[src/xpr_params.svh]
// Purpose: Offsets-free constant set for the direct-read exit and power recovery block
// Assumes: Block clock of 10 MHz
// Notes:   Wait and recovery cycle counts derive from the printed times; exit, ones-byte and command counts are link clocks
`ifndef XPR_PARAMS_SVH
`define XPR_PARAMS_SVH

`define XPR_CLK_MHZ          10
`define XPR_SUPPLY_WAIT_US   150
`define XPR_SUPPLY_WAIT_CYC  (`XPR_SUPPLY_WAIT_US * `XPR_CLK_MHZ)
`define XPR_FAST_RECOV_NS    40
`define XPR_FAST_RAW_CYC     ((`XPR_FAST_RECOV_NS * `XPR_CLK_MHZ) / 1000)
`define XPR_FAST_RECOV_CYC   ((`XPR_FAST_RAW_CYC < 1) ? 1 : `XPR_FAST_RAW_CYC)
`define XPR_SLOW_RECOV_US    30
`define XPR_SLOW_RECOV_CYC   (`XPR_SLOW_RECOV_US * `XPR_CLK_MHZ)
`define XPR_EXIT_QUAD_CYC    7
`define XPR_EXIT_DUAL_CYC    13
`define XPR_EXIT_EXT_CYC     25
`define XPR_ONES_BYTE_CYC    8
`define XPR_CMD_BITS         8
`define XPR_LAST_STAGE       3
`define XPR_PIN_RST_VAL      6'h14

`endif

[src/xpr_pkg.sv]
// Purpose: Types shared by the direct-read exit and power recovery block
// Assumes: Nothing beyond the constants header
// Notes:   Pin group order matches the synchroniser vector
package xpr_pkg;

    typedef enum logic [1:0] {
        XPR_PROTO_EXT  = 2'h0,
        XPR_PROTO_DUAL = 2'h1,
        XPR_PROTO_QUAD = 2'h2
    } xpr_proto_e;

    typedef enum logic [2:0] {
        XPR_PWR_OFF = 3'h1,
        XPR_PWR_PUP = 3'h2,
        XPR_PWR_RDY = 3'h4
    } xpr_pwr_e;

    typedef struct packed {
        logic power_ok;
        logic reset_n;
        logic sck;
        logic select_n;
        logic data_line0;
        logic data_line3;
    } xpr_pins_s;

    typedef struct packed {
        logic       valid;
        logic [7:0] code;
    } xpr_cmd_s;

    typedef struct packed {
        logic clr_write_enable;
        logic clr_write_busy;
        logic clr_lock_bits;
    } xpr_init_s;

endpackage

[src/xpr_top.sv]
// Purpose: Direct-read exit, power-up filtering, recovery sequence and reset recovery waits
// Assumes: Link pins arrive asynchronously and are sampled by CLK_I
// Notes:   Summary of operation follows
`include "xpr_params.svh"
`timescale 1ns/100ps
`default_nettype none

module xpr_top #(
    parameter int         SUPPLY_WAIT_CYC = `XPR_SUPPLY_WAIT_CYC,
    parameter logic [7:0] CMD_READ_STATUS = 8'h05,
    parameter logic [7:0] CMD_READ_FLAGS  = 8'h70
) (
    input  wire logic               CLK_I,
    input  wire logic               RST_I,
    input  wire logic               POWER_OK_I,
    input  wire logic               RESET_N_I,
    input  wire logic               HW_RESET_EN_I,
    input  wire logic               SCK_I,
    input  wire logic               SELECT_N_I,
    input  wire logic               DATA_LINE0_I,
    input  wire logic               DATA_LINE3_I,
    input  wire xpr_pkg::xpr_proto_e NV_PROTO_I,
    input  wire logic               NV_XIP_I,
    input  wire logic               FIRST_DUMMY_I,
    input  wire logic               SW_RESET_I,
    input  wire logic               DEEP_PD_I,
    input  wire logic               ARRAY_BUSY_I,
    input  wire logic               SR_WRITE_BUSY_I,
    input  wire logic               NVCR_WRITE_BUSY_I,
    output logic                    CORE_RESET_O,
    output logic                    POWERUP_O,
    output logic                    STANDBY_O,
    output var xpr_pkg::xpr_cmd_s   CMD_O,
    output var xpr_pkg::xpr_init_s  INIT_O,
    output var xpr_pkg::xpr_proto_e PROTO_O,
    output logic                    XIP_O,
    output logic                    SELECT_READY_O
);
    function automatic logic [4:0] frame_len(input xpr_pkg::xpr_proto_e p);
        unique case (p)
            xpr_pkg::XPR_PROTO_QUAD: frame_len = 5'(`XPR_EXIT_QUAD_CYC);
            xpr_pkg::XPR_PROTO_DUAL: frame_len = 5'(`XPR_EXIT_DUAL_CYC);
            default:                 frame_len = 5'(`XPR_EXIT_EXT_CYC);
        endcase
    endfunction

    function automatic xpr_pkg::xpr_proto_e stage_proto(input logic [1:0] s);
        unique case (s)
            2'h0:    stage_proto = xpr_pkg::XPR_PROTO_QUAD;
            2'h1:    stage_proto = xpr_pkg::XPR_PROTO_DUAL;
            default: stage_proto = xpr_pkg::XPR_PROTO_EXT;
        endcase
    endfunction

    xpr_pkg::xpr_pins_s pins_raw;
    xpr_pkg::xpr_pins_s pins;
    assign pins_raw = '{POWER_OK_I, RESET_N_I, SCK_I, SELECT_N_I, DATA_LINE0_I, DATA_LINE3_I};

    xpr_sync #(
        .W       (6),
        .RST_VAL (`XPR_PIN_RST_VAL)
    ) u_sync (
        .clk_i (CLK_I),
        .rst_i (RST_I),
        .d_i   (pins_raw),
        .q_o   (pins)
    );

    // Edge finding on the synchronised link
    logic sck_q;
    logic sel_q;
    logic rstn_q;
    logic sck_rise;
    logic frame_start;
    logic frame_end;
    logic hw_rst_on;
    logic hw_rst_rel;

    always_ff @(posedge CLK_I or posedge RST_I) begin
        if (RST_I) begin
            sck_q  <= 1'b0;
            sel_q  <= 1'b1;
            rstn_q <= 1'b1;
        end else begin
            sck_q  <= pins.sck;
            sel_q  <= pins.select_n;
            rstn_q <= pins.reset_n;
        end
    end

    assign sck_rise    = pins.sck & ~sck_q;
    assign frame_start = ~pins.select_n & sel_q;
    assign frame_end   = pins.select_n & ~sel_q;
    assign hw_rst_on   = HW_RESET_EN_I & ~pins.reset_n;
    assign hw_rst_rel  = HW_RESET_EN_I & pins.reset_n & ~rstn_q;

    // Power state
    xpr_pkg::xpr_pwr_e pwr;
    xpr_pkg::xpr_pwr_e next_pwr;
    logic [15:0]       wait_cnt;
    logic [15:0]       next_wait_cnt;
    xpr_pkg::xpr_init_s next_init;

    always_comb begin
        next_pwr      = pwr;
        next_wait_cnt = wait_cnt;
        unique case (pwr)
            xpr_pkg::XPR_PWR_OFF: begin
                next_wait_cnt = 16'h0000;
                if (pins.power_ok) begin
                    next_pwr = xpr_pkg::XPR_PWR_PUP;
                end
            end
            xpr_pkg::XPR_PWR_PUP: begin
                next_wait_cnt = wait_cnt + 16'h0001;
                if (wait_cnt == 16'(SUPPLY_WAIT_CYC - 1)) begin
                    next_pwr = xpr_pkg::XPR_PWR_RDY;
                end
            end
            xpr_pkg::XPR_PWR_RDY: begin
                next_wait_cnt = wait_cnt;
            end
            default: begin
                next_pwr = xpr_pkg::XPR_PWR_OFF;
            end
        endcase
        if (!pins.power_ok) begin
            next_pwr = xpr_pkg::XPR_PWR_OFF;
        end
        next_init = {3{pwr == xpr_pkg::XPR_PWR_PUP && next_pwr == xpr_pkg::XPR_PWR_RDY}};
    end

    always_ff @(posedge CLK_I or posedge RST_I) begin
        if (RST_I) begin
            pwr      <= xpr_pkg::XPR_PWR_OFF;
            wait_cnt <= 16'h0000;
            INIT_O   <= '0;
        end else begin
            pwr      <= next_pwr;
            wait_cnt <= next_wait_cnt;
            INIT_O   <= next_init;
        end
    end

    assign CORE_RESET_O = (pwr == xpr_pkg::XPR_PWR_OFF);
    assign POWERUP_O    = (pwr == xpr_pkg::XPR_PWR_PUP);
    assign STANDBY_O    = (pwr == xpr_pkg::XPR_PWR_RDY) & pins.select_n;

    // Reset recovery wait
    logic        rst_evt;
    logic        slow_class;
    logic        write_class;
    logic [15:0] rec_cnt;
    logic [15:0] next_rec_cnt;
    logic        hold_wr;
    logic        next_hold_wr;

    assign rst_evt     = SW_RESET_I | hw_rst_rel;
    assign slow_class  = DEEP_PD_I | ARRAY_BUSY_I;
    assign write_class = SR_WRITE_BUSY_I | NVCR_WRITE_BUSY_I;

    always_comb begin
        next_rec_cnt = (rec_cnt != 16'h0000) ? rec_cnt - 16'h0001 : rec_cnt;
        next_hold_wr = hold_wr & write_class;
        if (rst_evt) begin
            if (write_class) begin
                next_hold_wr = 1'b1;
                next_rec_cnt = 16'(`XPR_FAST_RECOV_CYC);
            end else if (slow_class) begin
                next_rec_cnt = 16'(`XPR_SLOW_RECOV_CYC);
            end else begin
                next_rec_cnt = 16'(`XPR_FAST_RECOV_CYC);
            end
        end
    end

    always_ff @(posedge CLK_I or posedge RST_I) begin
        if (RST_I) begin
            rec_cnt <= 16'h0000;
            hold_wr <= 1'b0;
        end else begin
            rec_cnt <= next_rec_cnt;
            hold_wr <= next_hold_wr;
        end
    end

    assign SELECT_READY_O = (pwr != xpr_pkg::XPR_PWR_OFF) & (rec_cnt == 16'h0000) & ~hold_wr & ~hw_rst_on;

    // Frame capture
    logic [4:0] cnt;
    logic [4:0] next_cnt;
    logic       d0_all;
    logic       next_d0_all;
    logic       d03_all;
    logic       next_d03_all;
    logic [7:0] shift;
    logic [7:0] next_shift;
    xpr_pkg::xpr_cmd_s next_cmd;
    logic       cmd_ok;

    always_comb begin
        next_cnt     = cnt;
        next_d0_all  = d0_all;
        next_d03_all = d03_all;
        next_shift   = shift;
        next_cmd     = '0;
        if (frame_start) begin
            next_cnt     = 5'h00;
            next_d0_all  = 1'b1;
            next_d03_all = 1'b1;
        end else if (sck_rise && !pins.select_n) begin
            next_cnt     = (cnt == 5'h1f) ? cnt : cnt + 5'h01;
            next_d0_all  = d0_all & pins.data_line0;
            next_d03_all = d03_all & pins.data_line0 & pins.data_line3;
            next_shift   = {shift[6:0], pins.data_line0};
            next_cmd.code = next_shift;
            next_cmd.valid = (cnt == 5'(`XPR_CMD_BITS - 1)) & cmd_ok;
        end
    end

    always_ff @(posedge CLK_I or posedge RST_I) begin
        if (RST_I) begin
            cnt     <= 5'h00;
            d0_all  <= 1'b0;
            d03_all <= 1'b0;
            shift   <= 8'h00;
            CMD_O   <= '0;
        end else begin
            cnt     <= next_cnt;
            d0_all  <= next_d0_all;
            d03_all <= next_d03_all;
            shift   <= next_shift;
            CMD_O   <= next_cmd;
        end
    end

    // Mode and recovery sequence
    logic [1:0] stage;
    logic [1:0] next_stage;
    xpr_pkg::xpr_proto_e next_proto;
    logic       next_xip;
    logic       exit_hit;
    logic       ones_hit;

    assign cmd_ok = SELECT_READY_O & ~XIP_O & (PROTO_O == xpr_pkg::XPR_PROTO_EXT) &
                    ((pwr == xpr_pkg::XPR_PWR_RDY) ||
                     ({shift[6:0], pins.data_line0} == CMD_READ_STATUS) ||
                     ({shift[6:0], pins.data_line0} == CMD_READ_FLAGS));
    assign exit_hit = frame_end & d0_all & (cnt == frame_len(PROTO_O));
    assign ones_hit = frame_end & d03_all & (cnt == 5'(`XPR_ONES_BYTE_CYC));

    always_comb begin
        next_proto = PROTO_O;
        next_xip   = XIP_O;
        next_stage = stage;
        if (pwr == xpr_pkg::XPR_PWR_OFF) begin
            next_proto = NV_PROTO_I;
            next_xip   = NV_XIP_I;
            next_stage = 2'h0;
        end else if (rst_evt || hw_rst_on) begin
            next_proto = NV_PROTO_I;
            next_xip   = NV_XIP_I;
            next_stage = 2'h0;
        end else begin
            if (exit_hit && XIP_O) begin
                next_xip = 1'b0;
            end
            if (FIRST_DUMMY_I && XIP_O && pins.data_line0) begin
                next_xip = 1'b0;
            end
            if (frame_end) begin
                if (stage == 2'(`XPR_LAST_STAGE) && ones_hit) begin
                    next_proto = xpr_pkg::XPR_PROTO_EXT;
                    next_xip   = 1'b0;
                    next_stage = 2'h0;
                end else if (stage != 2'(`XPR_LAST_STAGE) && d0_all && cnt == frame_len(stage_proto(stage))) begin
                    next_stage = stage + 2'h1;
                end else if (d0_all && cnt == 5'(`XPR_EXIT_QUAD_CYC)) begin
                    next_stage = 2'h1;
                end else begin
                    next_stage = 2'h0;
                end
            end
        end
    end

    always_ff @(posedge CLK_I or posedge RST_I) begin
        if (RST_I) begin
            PROTO_O <= xpr_pkg::XPR_PROTO_EXT;
            XIP_O   <= 1'b0;
            stage   <= 2'h0;
        end else begin
            PROTO_O <= next_proto;
            XIP_O   <= next_xip;
            stage   <= next_stage;
        end
    end
endmodule // xpr_top

`default_nettype wire

[src/xpr_sync.sv]
// Purpose: Two-stage synchroniser for a group of asynchronous levels
// Assumes: Inputs are slow against CLK_I
// Notes:   Only the second stage leaves the module
`timescale 1ns/100ps
`default_nettype none

module xpr_sync #(
    parameter int         W       = 6,
    parameter logic [5:0] RST_VAL = 6'h00
) (
    input  wire logic         clk_i,
    input  wire logic         rst_i,
    input  wire logic [W-1:0] d_i,
    output logic      [W-1:0] q_o
);
    logic [W-1:0] stage1;
    logic [W-1:0] stage2;

    always_ff @(posedge clk_i or posedge rst_i) begin
        if (rst_i) begin
            stage1 <= RST_VAL[W-1:0];
            stage2 <= RST_VAL[W-1:0];
        end else begin
            stage1 <= d_i;
            stage2 <= stage1;
        end
    end

    assign q_o = stage2;
endmodule // xpr_sync

`default_nettype wire

[config.mk]
export PLATFORM = sky130hd
export DESIGN_NAME = xpr_top
export DESIGN_NICKNAME = d
export VERILOG_FILES = /design/src/xpr_pkg.sv /design/src/xpr_top.sv /design/src/xpr_sync.sv
export VERILOG_INCLUDE_DIRS = /design/src
export SDC_FILE = /design/constraint.sdc
export NUM_CORES = 1
export LEC_CHECK = 0
export BUFFER_PORTS_ARGS = -buffer_cell sky130_fd_sc_hd__buf_2
export CAP_MARGIN = 20
export CORE_MARGIN = 8
export CORE_UTILIZATION = 35
export CTS_CLUSTER_DIAMETER = 30
export CTS_CLUSTER_SIZE = 40
export DETAILED_ROUTE_END_ITERATION = 8
export PLACE_DENSITY = 0.57
export SLEW_MARGIN = 20
export SYNTH_ARGS = -nofsm -noshare
export SYNTH_HDL_FRONTEND = slang
export SYNTH_SLANG_ARGS = --single-unit
[constraint.sdc]
create_clock -name CLK_I -period 6.4 [get_ports CLK_I]
set_clock_uncertainty 0.1 [all_clocks]
set_input_delay 1.6 -clock CLK_I [delete_from_list [all_inputs] [get_ports CLK_I]]
set_output_delay 1.6 -clock CLK_I [all_outputs]
set_load 0.1 [all_outputs]
==> flow_summary.ini <==
[sta]
fin_crit_sh_pct = 68.7
rsz0062_at_grt = no
slew_headroom_pct = 45.1
post-route-min-period_ps = 4400
drv_slew = 0
setup_viol = 0
setup_tns_ps = 0
hold_viol = 0
max_freq_mhz = 228
worstMarginPinSlew_ps = 802
hold_slack_ps = 259

[logic_synthesis]
ys_types = 60
synth_area_leader_cell = dfrtp_1
ys_seq_elements = 80
syn_avg_cell_area_um2 = 10.9
synth_edf_count = 0
syn_area_um2 = 3880
ys.flop_type = dfrtp_1
synth_cells = 357
ys_warn_count = 0
synthesis.nets = 387
synthTopCellsByArea = dfrtp_1, dfstp_2, ha_1
synth_top_area_share_pct = 47.0
synthArstFlopShare_pct = 100
seq_area_frac_synth_pct = 51.8

[floorplanning]
die_x_um = 121
dieArea_um2 = 14700
die_h_um = 121
start_util_pct = 35.8
row_count = 38
core_area_um2 = 10800
io-pin-count = 37

[setup_path]
rr_worst_depth = 5
r2r_end = wait_cnt[8]$_DFFE_PP0P_
path_max_fanout = 2
worstSetupStartpointType = primary input
cpMostUsedCell = buf_2
rrSetupSlack_ps = 4040
path_cells = buf_2 > nand2b_1 > nor4b_2 > buf_2
startpoint = HW_RESET_EN_I
cp_slowest_cell = buf_2
critPathCapture = SELECT_READY_O
cp_data_arrival_time_ps = 2700
end_kind = output pin
path_class = primary input to output pin
max_stage_delay_ps = 510
r2r-start = pwr[0]$_DFF_PP1_
required_ps = 4700

[clocking]
cts_resized = 0
cts-root-buf = clkbuf_8
cts_tree = yes
cts_made_buffers = 9
path_clk_slew_ps = 80
cts_hold_buf = 0
cts_buffer_depth = 2
cts-htree-levels = 3
post_cts_buffers = 0
insertion_delay_ps = 360
clock_sinks = 80

[pwr]
peakVddDrop_uv = 132
power_density_nw_per_um2 = 293
power.leakage_nw = 2.02

[hold_path]
hold_path.class = flop to flop
min_from = u_sync.stage1[1]$_DFF_PP0_

[place]
placed_area_um2 = 4180
portBuffers = 36
gp_congestion = 0.786
place_hpwl_mm = 5.68

[layout]
final_layout_size_suffix_gt1_share_pct = 21.1
area_growth_pct = 12.8
diodes = 0
post-route-util_pct = 40.4
final_area_um2 = 4380
nets = 424
n_fill_cell = 1077

[detailed_routing]
remaining_drc_errors = 0
first_pass_iters = 4
routed_wl_mm = 8.18
drt_iter0_markers = 220
num_vias = 2805
ant_nets = 0
routed_via_density = 5.20
wire_per_inst_um = 15.2

[grt]
grt_use_total_pct = 11.9
grt_pass1_vias = 2875
grt_max_degree = 81
antenna_found_initial = 0
grt_overflow = 0
grt_pass1_wl_mm = 14.1

[run]
max-cap-violations = 0

[status]
status = complete, no violations
==> how the worst min path moves through the flow <==
stage	slack [ps]	cells past startpoint	end
detailed placement	240	0	u_sync.q_o[1]$_DFF_PP0_
global placement	230	0	u_sync.q_o[0]$_DFF_PP0_
global route	260	0	u_sync.q_o[2]$_DFF_PP1_
floorplan	230	0	u_sync.q_o[0]$_DFF_PP0_
finish	260	0	u_sync.q_o[1]$_DFF_PP0_
CTS	260	0	u_sync.q_o[2]$_DFF_PP1_
==> critical path: cells and delay by family <==
kind / cells / cell delay [ps]
and+or+nand+nor: 2 / 470
buffers and inverters: 2 / 620
==> layout make-up <==
class | instances | area, um^2 | share of cell area [%]
Clock inverter | 6 | 67.6 | 1.54
Timing Repair Buffer | 38 | 199 | 4.54
Clock buffer | 10 | 128 | 2.91
Sequential cell | 80 | 2010 | 45.9
Multi-Input combinational cell | 250 | 1740 | 39.7
Tap cell | 140 | 175 | 4.00
Inverter | 15 | 60.1 | 1.37
==> report_power, final <==
part           internal [W]  total (W)  leakage (nW)  switching, W
Combinational      0.000103   0.000285         0.887      0.000182
Clock              0.000182   0.000376        0.0933      0.000194
Sequential         0.000559   0.000620          1.03     0.0000612
==> layer usage <==
layer / GRT usage [%] / vias to the layer above / share of wire [%] / wire, um
met5: 0 / - / 0 / 0
met4: 5.71 / 0 / 2.1 / 169
met3: 3.49 / 14 / 5.3 / 433
met2: 19.3 / 49 / 47 / 3830
met1: 14.3 / 1371 / 46 / 3750
li1: - / 1371 / - / -
==> Yosys cell counts (7+ instances only) <==
master	instances
dfrtp_1	73
nand2_1	29
nor2_1	22
a21oi_1	15
and2_1	15
o21ai_0	14
inv_1	13
mux2i_1	13
ha_1	12
nand3_1	11
nand4_1	9
or3_1	8
dfstp_2	7
mux2_2	7
o31ai_1	7
==> registers in the layout (all words and copies together) (netlist names), 2 cells and up <==
signal and cells:
stage 2, pwr 3, u_sync.stage1 6, u_sync.q_o 6
wait_cnt 16, shift 7, CMD_O 9, cnt 5
PROTO_O 2, rec_cnt 16
==> cells by family after synthesis <==
logic type	count (synthesis)	share of synthesized area, %
AOI/OAI and AO/OA	65	11.5
and+or+nand+nor	145	22.2
muxes	20	5.38
buffers and inverters	27	3.45
xor gates and xnor gates	8	1.80
adders and majority gates	12	3.87
DFF	80	51.8
==> placed cells by master, fill, tap and decap left out, types with 5 or more instances in the layout <==
cell,count
and2_1,15
or3_1,8
ha_1,12
o21ai_0,14
nand4_1,9
dfrtp_1,73
nand3_1,11
inv_1,12
clkbuf_8,9
mux2i_1,13
buf_2,36
nor2_1,22
nand2b_1,6
dfstp_2,7
a21oi_1,15
nand2_1,29
nor3_1,5
mux2_2,7
o31ai_1,7
nor4_1,6
or4_1,5
==> metrics by stage <==
stage	setup slack (ps)	std cells	total power, W
floorplan	1320	357	0.000846
finish	2000	539	0.00128
detailed placement	2020	523	0.000914
CTS	2010	539	0.00130
global route	1850	539	0.00136
global placement	2030	523	0.000907
(Power assumes the default switching activity.)
